**src/logic/scr_regs.svh**
```systemverilog
// Purpose: Offsets, field positions, reset values and timing counts of the configuration block.
// Assumes: mclk at 100 MHz; APB byte addresses are four times the register index.
// Notes: Definitions only.
`ifndef SCR_REGS_SVH
`define SCR_REGS_SVH

`define SCR_IDX_FRAME 2
`define SCR_IDX_STATUS 3
`define SCR_ADDR_FRAME 8'(4 * `SCR_IDX_FRAME)
`define SCR_ADDR_STATUS 8'(4 * `SCR_IDX_STATUS)

`define SCR_SEL_HI 15
`define SCR_SEL_LO 14
`define SCR_SEL_CFG 2'h2
`define SCR_RRS 13
`define SCR_RO 12
`define SCR_RLC 8
`define SCR_SSC_HI 7
`define SCR_SSC_LO 6
`define SCR_CMC 4
`define SCR_WEN 3
`define SCR_WSC 2
`define SCR_INHIBIT_OUTPUT_ENABLE 1
`define SCR_ILC 0
`define SCR_CFG_WMASK 16'h01df
`define SCR_CFG_RESET 16'h0100

`define SCR_ST_RST 0
`define SCR_ST_WLVL 1
`define SCR_ST_WEVT 2
`define SCR_ST_REJ 3
`define SCR_ST_SSC_LO 4
`define SCR_ST_SSC_HI 5

`define SCR_CLK_NS 10
`define SCR_T_RST_SHORT_NS 2000
`define SCR_T_RST_LONG_NS 20000
`define SCR_T_CYC_SHORT_NS 4000
`define SCR_T_CYC_LONG_NS 16000
`define SCR_T_CYC_ON_NS 500
`define SCR_RST_SHORT_CYC ((`SCR_T_RST_SHORT_NS + `SCR_CLK_NS - 1) / `SCR_CLK_NS)
`define SCR_RST_LONG_CYC ((`SCR_T_RST_LONG_NS + `SCR_CLK_NS - 1) / `SCR_CLK_NS)
`define SCR_CYC_SHORT_CYC ((`SCR_T_CYC_SHORT_NS + `SCR_CLK_NS - 1) / `SCR_CLK_NS)
`define SCR_CYC_LONG_CYC ((`SCR_T_CYC_LONG_NS + `SCR_CLK_NS - 1) / `SCR_CLK_NS)
`define SCR_CYC_ON_CYC ((`SCR_T_CYC_ON_NS + `SCR_CLK_NS - 1) / `SCR_CLK_NS)

`endif

```
**src/logic/scr_pkg.sv**
```systemverilog
// Purpose: Types shared by the configuration block.
// Assumes: Nothing beyond the constants header.
// Notes: Supply modes follow the two-bit control field order.
package scr_pkg;
   typedef enum logic [1:0] {SCR_SUP_OFF, SCR_SUP_ON, SCR_SUP_CYC1, SCR_SUP_CYC2} scr_supply_t;
endpackage

```
**src/logic/scr_reset_stretch.sv**
```systemverilog
// Purpose: Stretches any reset request to the selected lengthening time.
// Assumes: trigger is synchronous to mclk.
// Notes: Length is latched when the request ends; later changes of longSel do not shorten a running pulse.
`include "scr_regs.svh"
module scr_reset_stretch #(
   parameter int SHORT_CYC = `SCR_RST_SHORT_CYC,
   parameter int LONG_CYC = `SCR_RST_LONG_CYC
) (
   // Clock and reset
   input logic mclk,
   input logic srst,
   // Request
   input logic trigger,
   input logic longSel,
   // Reset line
   output logic resetOutN
);
   logic [15:0] cnt_reg;
   logic [15:0] cnt_next;
   wire [15:0] lenSel = longSel ? 16'(LONG_CYC) : 16'(SHORT_CYC);

   // Reload while requested, so a short spike still yields the whole time
   assign cnt_next = trigger ? lenSel : (cnt_reg != 16'h0 ? cnt_reg - 16'h1 : 16'h0);

   always_ff @(posedge mclk) begin
      if (srst) begin
         cnt_reg <= 16'(LONG_CYC);
         resetOutN <= 1'b0;
      end else begin
         cnt_reg <= cnt_next;
         resetOutN <= (cnt_next == 16'h0);
      end
   end

   logic [15:0] lowRun;
   logic [15:0] lenSeen;
   always_ff @(posedge mclk) begin
      if (srst) begin
         lowRun <= 16'h0;
         lenSeen <= 16'(LONG_CYC);
      end else if (trigger) begin
         lowRun <= 16'h0;
         lenSeen <= lenSel;
      end else if (!resetOutN) begin
         lowRun <= lowRun + 16'h1;
      end
   end
endmodule

```
**src/logic/scr_config.sv**
```systemverilog
// Purpose: System configuration register with frame decode, readback and the logic it steers.
// Assumes: Mode inputs are synchronous one-cycle or level signals from the mode controller.
// Notes: Frames arrive as APB writes; replies are read back from the same word.
// Overview of operation
// Frames with top bits 10 address this register; others are ignored.
// Readback select one returns general feedback zero, else configuration contents.
// Read-only flag set keeps the register; clear stores the frame's fields.
// Host writes zero to reserved bits 11, 10 and 5.
// Host writes zero to reserved bit 9.
// Reset length select picks long time when one, short when zero.
// Restart or fail-safe entry sets reset length select automatically.
// External short reset pulses are stretched to the programmed time.
// Supply field: 11 long cyclic, 10 short cyclic, 01 on, 00 off.
// Monitor bit set: standby current rise resets if watchdog was off.
// Monitor bit clear: current rise reactivates watchdog and forces enabled interrupt.
// Wake sample bit selects cyclic sampling when one, continuous when zero.
// Inhibit enable drives the inhibit output when one, floats it when zero.
// Inhibit level bit drives output high when one, low when zero.
// Wake disabled: wake input ignored and wake status bits frozen; a status write still clears the event bit.
// Configuration readback shows held values including automatic reset length setting.
//
// The APB slave port was left to the implementer.
`include "scr_regs.svh"
module scr_config #(
   parameter int RST_SHORT_CYC = `SCR_RST_SHORT_CYC,
   parameter int RST_LONG_CYC = `SCR_RST_LONG_CYC,
   parameter int CYC_SHORT_CYC = `SCR_CYC_SHORT_CYC,
   parameter int CYC_LONG_CYC = `SCR_CYC_LONG_CYC,
   parameter int CYC_ON_CYC = `SCR_CYC_ON_CYC
) (
   // Clock and reset
   input logic mclk,
   input logic srst,
   // APB slave
   input logic psel,
   input logic penable,
   input logic pwrite,
   input logic [7:0] paddr,
   input logic [31:0] pwdata,
   output logic [31:0] prdata,
   output logic pready,
   output logic pslverr,
   // Mode controller
   input logic restartEntry,
   input logic failSafeEntry,
   input logic standbyMode,
   input logic watchdogOffInStandby,
   input logic currentRise,
   input logic currentIrqEnable,
   input logic [15:0] gpFeedback0,
   // Pins
   input logic extResetInN,
   input logic wakePin,
   output logic resetOutN,
   output logic switchedSupplyOn,
   output logic inhibitOut,
   output logic inhibitOeN,
   // Status and events
   output logic wakeEventStatus,
   output logic wakeLevelStatus,
   output logic watchdogReactivate,
   output logic irqForce,
   output scr_pkg::scr_supply_t supplyMode
);
   import scr_pkg::*;

   logic [15:0] cfg_reg;
   logic [15:0] cfg_next;
   logic rrs_reg;
   logic reject_reg;
   logic resetReq_reg;
   logic riseSeen_reg;
   logic [15:0] cyc_reg;
   scr_supply_t supplyDec;

   // Bus decode
   wire setup = psel & ~penable;
   wire access = psel & penable & pready;
   wire hitFrame = (paddr == `SCR_ADDR_FRAME);
   wire hitStatus = (paddr == `SCR_ADDR_STATUS);
   wire mapped = hitFrame | hitStatus;
   wire frameWr = access & pwrite & hitFrame;
   wire statusWr = access & pwrite & hitStatus;
   wire [15:0] frame = pwdata[15:0];

   // Frame handling
   wire selOk = (frame[`SCR_SEL_HI:`SCR_SEL_LO] == `SCR_SEL_CFG);
   wire frameTaken = frameWr & selOk;
   wire cfgStore = frameTaken & ~frame[`SCR_RO];
   wire autoLong = restartEntry | failSafeEntry;

   // Reserved bits are masked off, so a stray one from the host has no effect
   always_comb begin
      cfg_next = cfg_reg;
      if (cfgStore) begin
         cfg_next = frame & `SCR_CFG_WMASK;
      end
      if (autoLong) begin
         cfg_next[`SCR_RLC] = 1'b1;
      end
   end

   // Readback is taken from cfg_reg, so an automatic reset length change is visible from the cycle after entry
   wire [15:0] readback = rrs_reg ? gpFeedback0 : cfg_reg;
   wire clrWake = statusWr & pwdata[`SCR_ST_WEVT];

   logic [31:0] statusWord;
   always_comb begin
      statusWord = 32'h0;
      statusWord[`SCR_ST_RST] = ~resetOutN;
      statusWord[`SCR_ST_WLVL] = wakeLevelStatus;
      statusWord[`SCR_ST_WEVT] = wakeEventStatus;
      statusWord[`SCR_ST_REJ] = reject_reg;
      statusWord[`SCR_ST_SSC_HI:`SCR_ST_SSC_LO] = cfg_reg[`SCR_SSC_HI:`SCR_SSC_LO];
   end

   wire [31:0] rdNext = hitFrame ? {16'h0, readback} : (hitStatus ? statusWord : 32'h0);

   // Zero wait states: ready rises for the access phase only
   always_ff @(posedge mclk) begin
      if (srst) begin
         pready <= 1'b0;
         pslverr <= 1'b0;
         prdata <= 32'h0;
      end else begin
         pready <= setup;
         pslverr <= setup & ~mapped;
         prdata <= (setup & ~pwrite) ? rdNext : 32'h0;
      end
   end

   always_ff @(posedge mclk) begin
      if (srst) begin
         cfg_reg <= `SCR_CFG_RESET;
         rrs_reg <= 1'b0;
         reject_reg <= 1'b0;
      end else begin
         cfg_reg <= cfg_next;
         if (frameTaken) begin
            rrs_reg <= frame[`SCR_RRS];
         end
         if (frameWr) begin
            reject_reg <= ~selOk;
         end
      end
   end

   // Switched supply decode
   always_comb begin
      case (cfg_reg[`SCR_SSC_HI:`SCR_SSC_LO])
         2'h3: supplyDec = SCR_SUP_CYC2;
         2'h2: supplyDec = SCR_SUP_CYC1;
         2'h1: supplyDec = SCR_SUP_ON;
         default: supplyDec = SCR_SUP_OFF;
      endcase
   end

   // Cycle divider; its on-window end doubles as the cyclic wake sample enable
   wire [15:0] period = (supplyDec == SCR_SUP_CYC2) ? 16'(CYC_LONG_CYC) : 16'(CYC_SHORT_CYC);
   wire cycWrap = (cyc_reg >= period - 16'h1);
   wire onWin = (cyc_reg < 16'(CYC_ON_CYC));
   wire sampleTick = (cyc_reg == 16'(CYC_ON_CYC - 1));
   wire supplyCyclic = (supplyDec == SCR_SUP_CYC1) || (supplyDec == SCR_SUP_CYC2);

   logic supplyOnNext;
   always_comb begin
      case (supplyDec)
         SCR_SUP_ON: supplyOnNext = 1'b1;
         SCR_SUP_CYC1: supplyOnNext = onWin;
         SCR_SUP_CYC2: supplyOnNext = onWin;
         default: supplyOnNext = 1'b0;
      endcase
   end

   always_ff @(posedge mclk) begin
      if (srst) begin
         cyc_reg <= 16'h0;
         switchedSupplyOn <= 1'b0;
         supplyMode <= SCR_SUP_OFF;
      end else begin
         cyc_reg <= cycWrap ? 16'h0 : cyc_reg + 16'h1;
         switchedSupplyOn <= supplyOnNext;
         supplyMode <= supplyDec;
      end
   end

   // Wake input
   wire wakeEn = cfg_reg[`SCR_WEN];
   wire sampleEn = wakeEn & (~cfg_reg[`SCR_WSC] | sampleTick);
   wire wakeChange = sampleEn & (wakePin != wakeLevelStatus);

   always_ff @(posedge mclk) begin
      if (srst) begin
         wakeLevelStatus <= 1'b0;
         wakeEventStatus <= 1'b0;
      end else begin
         if (sampleEn) begin
            wakeLevelStatus <= wakePin;
         end
         // A change in the clearing cycle keeps the flag set
         wakeEventStatus <= wakeChange | (wakeEventStatus & ~clrWake);
      end
   end

   // Inhibit output; level held low while floating so the pad sees a defined value
   always_ff @(posedge mclk) begin
      if (srst) begin
         inhibitOut <= 1'b0;
         inhibitOeN <= 1'b1;
      end else begin
         inhibitOeN <= ~cfg_reg[`SCR_INHIBIT_OUTPUT_ENABLE];
         inhibitOut <= cfg_reg[`SCR_INHIBIT_OUTPUT_ENABLE] & cfg_reg[`SCR_ILC];
      end
   end

   // Current monitor: act once per rise, on its leading edge
   wire riseStb = standbyMode & currentRise & ~riseSeen_reg;
   wire cmcSet = cfg_reg[`SCR_CMC];

   always_ff @(posedge mclk) begin
      if (srst) begin
         riseSeen_reg <= 1'b0;
         resetReq_reg <= 1'b0;
         watchdogReactivate <= 1'b0;
         irqForce <= 1'b0;
      end else begin
         riseSeen_reg <= standbyMode & currentRise;
         resetReq_reg <= riseStb & cmcSet & watchdogOffInStandby;
         watchdogReactivate <= riseStb & ~cmcSet;
         irqForce <= riseStb & ~cmcSet & currentIrqEnable;
      end
   end

   scr_reset_stretch #(
      .SHORT_CYC(RST_SHORT_CYC),
      .LONG_CYC(RST_LONG_CYC)
   ) u_stretch (
      .mclk(mclk),
      .srst(srst),
      .trigger(~extResetInN | resetReq_reg),
      .longSel(cfg_reg[`SCR_RLC]),
      .resetOutN(resetOutN)
   );
endmodule

```
**config.mk**
```make
export PLATFORM = sky130hd
export DESIGN_NAME = scr_config
export DESIGN_NICKNAME = d
export VERILOG_FILES = /design/src/logic/scr_pkg.sv /design/src/logic/scr_reset_stretch.sv /design/src/logic/scr_config.sv
export VERILOG_INCLUDE_DIRS = /design/src /design/src/logic
export SDC_FILE = /design/constraint.sdc
export NUM_CORES = 1
export LEC_CHECK = 0
export BUFFER_PORTS_ARGS = -buffer_cell sky130_fd_sc_hd__buf_2
export CORE_UTILIZATION = 49
export DETAILED_ROUTE_END_ITERATION = 16
export GPL_TIMING_DRIVEN = 0
export PLACE_DENSITY = 0.84
export SETUP_SLACK_MARGIN = 0.1
export SYNTH_ARGS = -nofsm -noshare
export SYNTH_HDL_FRONTEND = slang
export SYNTH_SLANG_ARGS = --single-unit
```
**constraint.sdc**
```tcl
create_clock -name mclk -period 2.48 [get_ports mclk]
set_input_delay 0.372 -clock mclk [delete_from_list [all_inputs] [get_ports mclk]]
set_output_delay 0.372 -clock mclk [all_outputs]
set_load 0.05 [all_outputs]
```
After elaboration in Yosys (flattened, before gate mapping)
Index checks and enable logic that the tools add are counted.

Add/sub/neg operators: 3. Eq/ne operators: 11. Reduce and logical (&&, ||, !) cells: 7. Bitwise operators: 39. Order comparisons: 2. Mux-type cells: 9.

Operators by type and width (number): $mux W16 (4); $mux W11 (2); $and A1 B1 Y1 (21); $add A16 B1 Y16 const B (1); $eq A16 B6 Y1 const B (1); $eq A8 B4 Y1 const B (2); $ge A16 B16 Y1 (1); $logic_not A16 Y1 (1); $lt A16 B6 Y1 const B (1); $reduce_bool A16 Y1 (1); $sub A16 B1 Y16 const B (1); $not A1 Y1 (13); $sub A11 B1 Y12 const B (1); $eq A2 B2 Y1 const B (5); $reduce_or A2 Y1 (4); $mux W6 (1); $pmux W2 S3 (1); $or A1 B1 Y1 (5); $eq A2 B1 Y1 const B (2); $reduce_or A3 Y1 (1); $pmux W1 S2 (1); $ne A1 B1 Y1 (1).

Output and inout bits: 44. Bits in registers: 88. Logic and storage cells: 92. Input bits: 69.

Depth between registers and ports, before layout
Gate-level depths: netlist of the first run.

Depth after elaboration: 8. Gate-level depth with buffers: 9. Gate-level depth less buffers: 8.

Cells and area by module
Synthesis of the first run repeated with hierarchy kept, for this count alone.

Cells, all modules: 363. Area, all modules: 3316.9 sq um.

By module, submodules not included: scr_config (area an instance 2407.3 sq um, sequential area each 1101.1 sq um, cells each 252, instances 1); scr_reset_stretch (area an instance 909.6 sq um, sequential area each 340.3 sq um, cells each 111, instances 1).

Worst setup path before layout of the first run
Ideal clock, no wire load.

Kind: flip-flop to flip-flop. Start: reg u_stretch.cnt_reg[2]. End: reg u_stretch.cnt_reg[11]. Path buffers: 1. Slack: 0.501 ns. Data arrival time: 1.864 ns. Clock period less this slack: 1.979 ns. Required time: 2.365 ns. Library setup time: 0.115 ns. Cell stages (with the launch flop): 8. Path through: dfxtp_1 -> clkbuf_1 -> or4_4 -> or4_4 -> nor3_2 -> nor3b_2 -> xnor2_1 -> nor2_2.

Longest elaborated chain between the ends: 3. Elaborated cells on any way between the ends: 4. Classes of those cells: add/sub: 1; mux: 2; reduce/logical: 1.

Ends and longest elaborated chain: from (decl) (RTL line scr_reset_stretch.sv:18) `logic [15:0] cnt_reg;`; from (signal assigned) (RTL line scr_reset_stretch.sv:27) `cnt_reg <= 16'(LONG_CYC);`; from (signal assigned) (RTL line scr_reset_stretch.sv:30) `cnt_reg <= cnt_next;`; $sub A16 B1 Y16 / $reduce_bool A16 Y1 (equally long branches) (RTL line scr_reset_stretch.sv:23) `assign cnt_next = trigger ? lenSel : (cnt_reg != 16'h0 ? cnt_reg - 16'h1 : 16'h0);`; $mux W16 (*) (2 in a row) (RTL line scr_reset_stretch.sv:23).

Mark *: on every way between the ends. The rest lies on a longest branch, timed or not. A chain may end at the register's enable or synchronous reset.

Final worst setup path of the first run
Start: reg u_stretch.cnt_reg[0]. End: reg u_stretch.resetOutN.

Longest elaborated chain between the ends: 4. Elaborated cells on any way between the ends: 5. Classes of those cells: add/sub: 1; mux: 2; reduce/logical: 2.

Ends and longest elaborated chain: $sub A16 B1 Y16 / $reduce_bool A16 Y1 (equally long branches) (RTL line scr_reset_stretch.sv:23); $mux W16 (*) (2 in a row) (RTL line scr_reset_stretch.sv:23); $logic_not A16 Y1 (*) (RTL line scr_reset_stretch.sv:31) `resetOutN <= (cnt_next == 16'h0);`; to (signal assigned) (RTL line scr_reset_stretch.sv:31); to (decl) (RTL line scr_reset_stretch.sv:16) `output logic resetOutN`.

Marked as above.

==> results of run 1 <==
kinds of logic (layout without fill, tap and decap cells):
logic type               Yosys count  after routing  share of synthesized area
XOR/XNOR                          24             24                     0.0662
AND/OR/NAND/NOR                  153            153                      0.254
flip-flops                        72             72                      0.454
AO/OA/AOI/OAI                     31             31                     0.0615
buffers and inverters             40            134                     0.0678
other                              1             20                    0.00118
multiplexers                      19             19                     0.0599
adder cells (fa/ha/maj)            9              9                     0.0355
power by group:
| part | internal [mW] | leakage (nW) | switching, mW |
|---|---|---|---|
| Clock | 0.381 | 0.0888 | 0.480 |
| Sequential | 1.17 | 0.584 | 0.0138 |
| Combinational | 0.0797 | 1.03 | 0.134 |
cells in the final DEF, fill, tap and decap left out, drive strengths merged, types with 5 or more instances in the layout:
cell    count
buf        98
dfxtp      72
nor2       50
nand2      27
conb       20
mux2i      19
inv        18
xnor2      15
clkbuf     15
nor3       14
o21ai      13
and2       10
nand3       9
xor2        9
ha          9
a21oi       7
nand4       7
nand2b      6
nor4        6
or4         5
per-layer routing:
| layer | vias to the layer above | track usage |
|---|---|---|
| li1 | 1364 | - |
| met1 | 1186 | 0.274 |
| met2 | 81 | 0.356 |
| met3 | 16 | 0.0330 |
| met4 | 0 | 0.118 |
| met5 | - | 0 |
critical path: stages, from the launching register on:
cell	delay [ns]
dfxtp_1	0.31
clkbuf_1	0.28
inv_1	0.08
ha_1	0.27
nor3_2	0.35
a31oi_1	0.13
o32a_1	0.19
nor4_1	0.24
nand4_1	0.13
a21oi_1	0.18
final cells by class:
| cell class | count | area (sq um) |
|---|---|---|
| Inverter | 14 | 52.6 |
| Tap cell | 75 | 93.8 |
| Fill cell | 522 | 2170 |
| Clock buffer | 9 | 124 |
| Multi-Input combinational cell | 256 | 1590 |
| Timing Repair Buffer | 78 | 395 |
| Sequential cell | 72 | 1440 |
| Clock inverter | 7 | 61.3 |
| Buffer | 26 | 164 |
worst max path at each step:
| stage | depth (start not counted) | slack (ns) | endpoint | startpoint |
|---|---|---|---|---|
| floorplan | 7 | 0.50 | u_stretch.cnt_reg[11] | u_stretch.cnt_reg[2] |
| global placement | 9 | 0.18 | u_stretch.resetOutN | u_stretch.cnt_reg[0] |
| detailed placement | 7 | 0.12 | prdata[11] | paddr[6] |
| CTS | 8 | 0.12 | cyc_reg[7] | cfg_reg[7] |
| global route | 8 | 0.11 | cyc_reg[11] | cfg_reg[6] |
| finish | 9 | 0.24 | u_stretch.resetOutN | u_stretch.cnt_reg[0] |
repair_timing:
item / 4_1_cts / 5_1_grt
hold endpoints to repair: 0 / 0
setup endpoints to repair: 0 / 19
resized for setup: 0 / 5
setup buffers: 0 / 2
==> results.json, run 1 <==
{
  "status": "completed",
  "critPathKind": "reg -> reg",
  "antenna_found_initial": 0,
  "placed_cells": 519,
  "place_hpwl_um": 5290,
  "ir_drop_mv": 0.422,
  "setup_ws_ns": 0.238,
  "grt_pass1_wl_um": 10900,
  "grt_start_max_net_pins": 16,
  "reg2reg_slack_ns": 0.24,
  "cp-end-kind": "flip-flop",
  "drt_pass1_iterations": 4,
  "r2r_cells": 9,
  "tritoncts": "built",
  "synthToLayoutAreaGrowth_pct": 23.7,
  "tns_ns": 0,
  "max_slew.worst_pin.slew_ns": 0.925,
  "clk_pin_slew_ns": 0.09,
  "cp_max_fo": 8,
  "final_nets": 535,
  "clock-root-buffer": "clkbuf_8",
  "drive_gt1_frac": 0.273,
  "die_h_um": 82.5,
  "arrival_ns": 2.52,
  "numCtsBuffers": 9,
  "hold_start": "gpFeedback0[14]",
  "wl_met3_um": 338,
  "ys_ff_latch": 72,
  "finalHoldViolCount": 0,
  "fin_area_sq_mm": 0.00393,
  "powerDensity_mw_per_mm2": 575,
  "vias_per_cell": 4.93,
  "min_to": "prdata[14]",
  "async_reset_ff_frac": 0,
  "wl_per_cell_um": 13.2,
  "r2r_end": "u_stretch.resetOutN",
  "start_util": 0.521,
  "met1_length_um": 3210,
  "ys_warn_count": 0,
  "cp-start-kind": "flip-flop",
  "ant_nets": 0,
  "timing.rr.start": "u_stretch.cnt_reg[0]",
  "fin_crit_ns": 2.24,
  "dr_wl_met2_um": 3370,
  "max_cap_viol_count": 0,
  "core_area_sq_mm": 0.00610,
  "power_mw": 2.26,
  "maxSlewHeadroom": 0.378,
  "grt_pass1_vias": 2456,
  "routabilityCongestion": 0.913,
  "post-route-period-util": 0.904,
  "synth_edf_count": 0,
  "num_rows": 28,
  "drtIter0Drc": 119,
  "grtUsageTotal": 0.218,
  "pre_cts_ws_ns": 0.123,
  "fmax_mhz": 446,
  "fin_cells": 537,
  "die_w_um": 82.5,
  "whs_ns": 0.209,
  "leakage_nw": 1.71,
  "wl_um": 7100,
  "rsz0062_at_grt": "false",
  "portBuffers": 76,
  "min_path_type": "in -> reg",
  "syn_area_sq_mm": 0.00317,
  "yosys.area.top_type_share": 0.454,
  "synth_cell_types": 46,
  "synth_top_cell_by_area": "dfxtp_1",
  "globalRouteOverflowTotal": 0,
  "required_ns": 2.76,
  "finalMaxSlewViolations": 0,
  "ys_top_cells_by_count": "dfxtp_1 (72), nor2_1 (48), nand2_1 (27)",
  "drc": 0,
  "placed_cell_area_sq_mm": 0.00372,
  "hold_buffers": 0,
  "syn_avg_cell_area_sq_um": 9.10,
  "synth_area_leaders": "dfxtp_1 (45%), mux2i_1 (6.0%), nor2_1 (5.7%)",
  "fp.dieArea_sq_mm": 0.00680,
  "clockBufferDepth": 2,
  "cts.sinks": 72,
  "design.portCount": 113,
  "htree_levels": 3,
  "ys_seq_area_frac": 0.454,
  "route.vias.total": 2647,
  "clkLatencyLatePin_ns": 0.35,
  "ys.flop_type": "dfxtp_1",
  "final_util": 0.644,
  "highest_layer": "met4",
  "synthesis.instances": 349,
  "diodes": 0,
  "finClkSkew_ns": 0.00845,
  "yosysMostFrequentCell": "dfxtp_1",
  "setup_viol": 0,
  "holdPathStages": 2
}
(Power assumes the default switching activity.)
==> run 2, diff against run 1 <==
--- a/config.mk
+++ b/config.mk
@@ -12,6 +12,7 @@
 export GPL_TIMING_DRIVEN = 0
 export PLACE_DENSITY = 0.84
 export SETUP_SLACK_MARGIN = 0.1
+export SLEW_MARGIN = 20
 export SYNTH_ARGS = -nofsm -noshare
 export SYNTH_HDL_FRONTEND = slang
 export SYNTH_SLANG_ARGS = --single-unit
==> constraint.sdc (replaced) <==
create_clock -name mclk -period 2.48 [get_ports mclk]
set_input_delay 0.62 -clock mclk [delete_from_list [all_inputs] [get_ports mclk]]
set_output_delay 0.62 -clock mclk [all_outputs]
set_load 0.05 [all_outputs]
==> run 2 against run 1 <==
Net effect: clock skew up 0.0011 ns; sequential share of layout area decreased by 0.070 points; hold slack better by 0.22 ns; cell count is the same; non-clock buffer count did not move; largest power group unchanged; worst setup slack worse by 0.00090 ns; global-route usage is the same; sequential cell count unchanged.
==> results.json, run 2 (synthesis results as in run 1) <==
{
  "drt_pass1_iterations": 4,
  "core_area_sq_mm": 0.00610,
  "vias_per_cell": 4.97,
  "die_w_um": 82.5,
  "cts.sinks": 72,
  "num_rows": 28,
  "grt_pass1_vias": 2456,
  "grtUsageTotal": 0.218,
  "clockBufferDepth": 2,
  "grt_start_max_net_pins": 16,
  "cp-start-kind": "flip-flop",
  "finClkSkew_ns": 0.00958,
  "min_path_type": "reg -> reg",
  "wl_per_cell_um": 13.2,
  "max_cap_viol_count": 0,
  "cp-end-kind": "flip-flop",
  "tns_ns": 0,
  "drtIter0Drc": 110,
  "powerDensity_mw_per_mm2": 575,
  "multiInputGateArea_sq_mm": 0.00160,
  "die_h_um": 82.5,
  "maxSlewHeadroom": 0.376,
  "fp.dieArea_sq_mm": 0.00680,
  "clkLatencyLatePin_ns": 0.35,
  "wl_um": 7100,
  "start_util": 0.521,
  "status": "completed",
  "rsz0062_at_grt": "false",
  "critPathKind": "reg -> reg",
  "routabilityCongestion": 0.913,
  "whs_ns": 0.427,
  "arrival_ns": 2.52,
  "final_common_cell": "buf_2",
  "clk_pin_slew_ns": 0.08,
  "route.vias.total": 2669,
  "fmax_mhz": 446,
  "fin_crit_ns": 2.24,
  "globalRouteOverflowTotal": 0,
  "portBuffers": 76,
  "antenna_found_initial": 0,
  "place_hpwl_um": 5290,
  "final_nets": 535,
  "clock-root-buffer": "clkbuf_8",
  "tritoncts": "built",
  "numCtsBuffers": 9,
  "required_ns": 2.76,
  "drc": 0,
  "diodes": 0,
  "finalMaxSlewViolations": 0,
  "leakage_nw": 1.71,
  "post-route-period-util": 0.904,
  "ir_drop_mv": 0.447,
  "max_slew.worst_pin.slew_ns": 0.928,
  "nFillCells": 525,
  "setup_viol": 0,
  "final_cell_mix": "buf_2 (77), dfxtp_1 (71), nor2_1 (47)",
  "finalHoldViolCount": 0,
  "grt_pass1_wl_um": 10900,
  "cp_max_fo": 8,
  "htree_levels": 3,
  "drive_gt1_frac": 0.275,
  "regArea_sq_mm": 0.00144,
  "ant_nets": 0,
  "synthToLayoutAreaGrowth_pct": 24.0,
  "design.portCount": 113,
  "power_mw": 2.26
}
## run 2: report_power, final
| part | switching, mW | internal [mW] | total (mW) |
|---|---|---|---|
| Combinational | 0.134 | 0.0797 | 0.214 |
| Clock | 0.483 | 0.381 | 0.864 |
| Sequential | 0.0140 | 1.17 | 1.18 |
| Total | 0.631 | 1.63 | 2.26 |
## run 2: what timing repair did
item	in CTS	in global routing
setup endpoints to repair	0	30
setup buffers	0	2
hold buffers	0	0
gates resized for setup	0	7
## run 2: critical path, stage by stage (launching register included)
cell,delay (ns)
dfxtp_1,0.31
clkbuf_1,0.29
inv_1,0.08
ha_1,0.27
nor3_2,0.35
a31oi_1,0.13
o32a_1,0.19
nor4_1,0.24
nand4_1,0.14
a21oi_1,0.17
## run 2: worst paths after layout
kind / start / to / slack [ns] / depth (start not counted)
setup / recovery: u_stretch.cnt_reg[0] / u_stretch.resetOutN / 0.24 / 9
hold / removal: riseSeen_reg / resetReq_reg / 0.43 / 1
setup reg to reg: u_stretch.cnt_reg[0] / u_stretch.resetOutN / 0.24 / 9
hold reg to reg: riseSeen_reg / resetReq_reg / 0.43 / 1
## run 2: through the flow
stage                     worst slack (ns)   util  std cells  instance area [sq um]
after global routing                 0.113  0.646        537                   3940
after global placement              0.0101  0.610        519                   3720
after CTS                            0.120  0.641        535                   3910
final                                0.237  0.646        537                   3940
after detailed placement            -0.125  0.610        519                   3720
after floorplan                      0.380      -        368                   3250
## run 2: area by class of cell
| class | instances | share of cell area |
|---|---|---|
| Buffer | 26 | 0.0417 |
| Clock buffer | 9 | 0.0315 |
| Clock inverter | 7 | 0.0156 |
| Inverter | 14 | 0.0134 |
| Multi-Input combinational cell | 256 | 0.407 |
| Sequential cell | 72 | 0.367 |
| Tap cell | 75 | 0.0238 |
| Timing Repair Buffer | 78 | 0.100 |
## run 2: routing by layer
layer  track usage  wire (um)  vias to the layer above  share of wire
li1              -          -                     1364              -
met1         0.274       3150                     1206           0.44
met2         0.356       3390                       83           0.48
met3        0.0330        391                       16          0.055
met4         0.118        168                        0          0.024
met5             0          0                        -              0
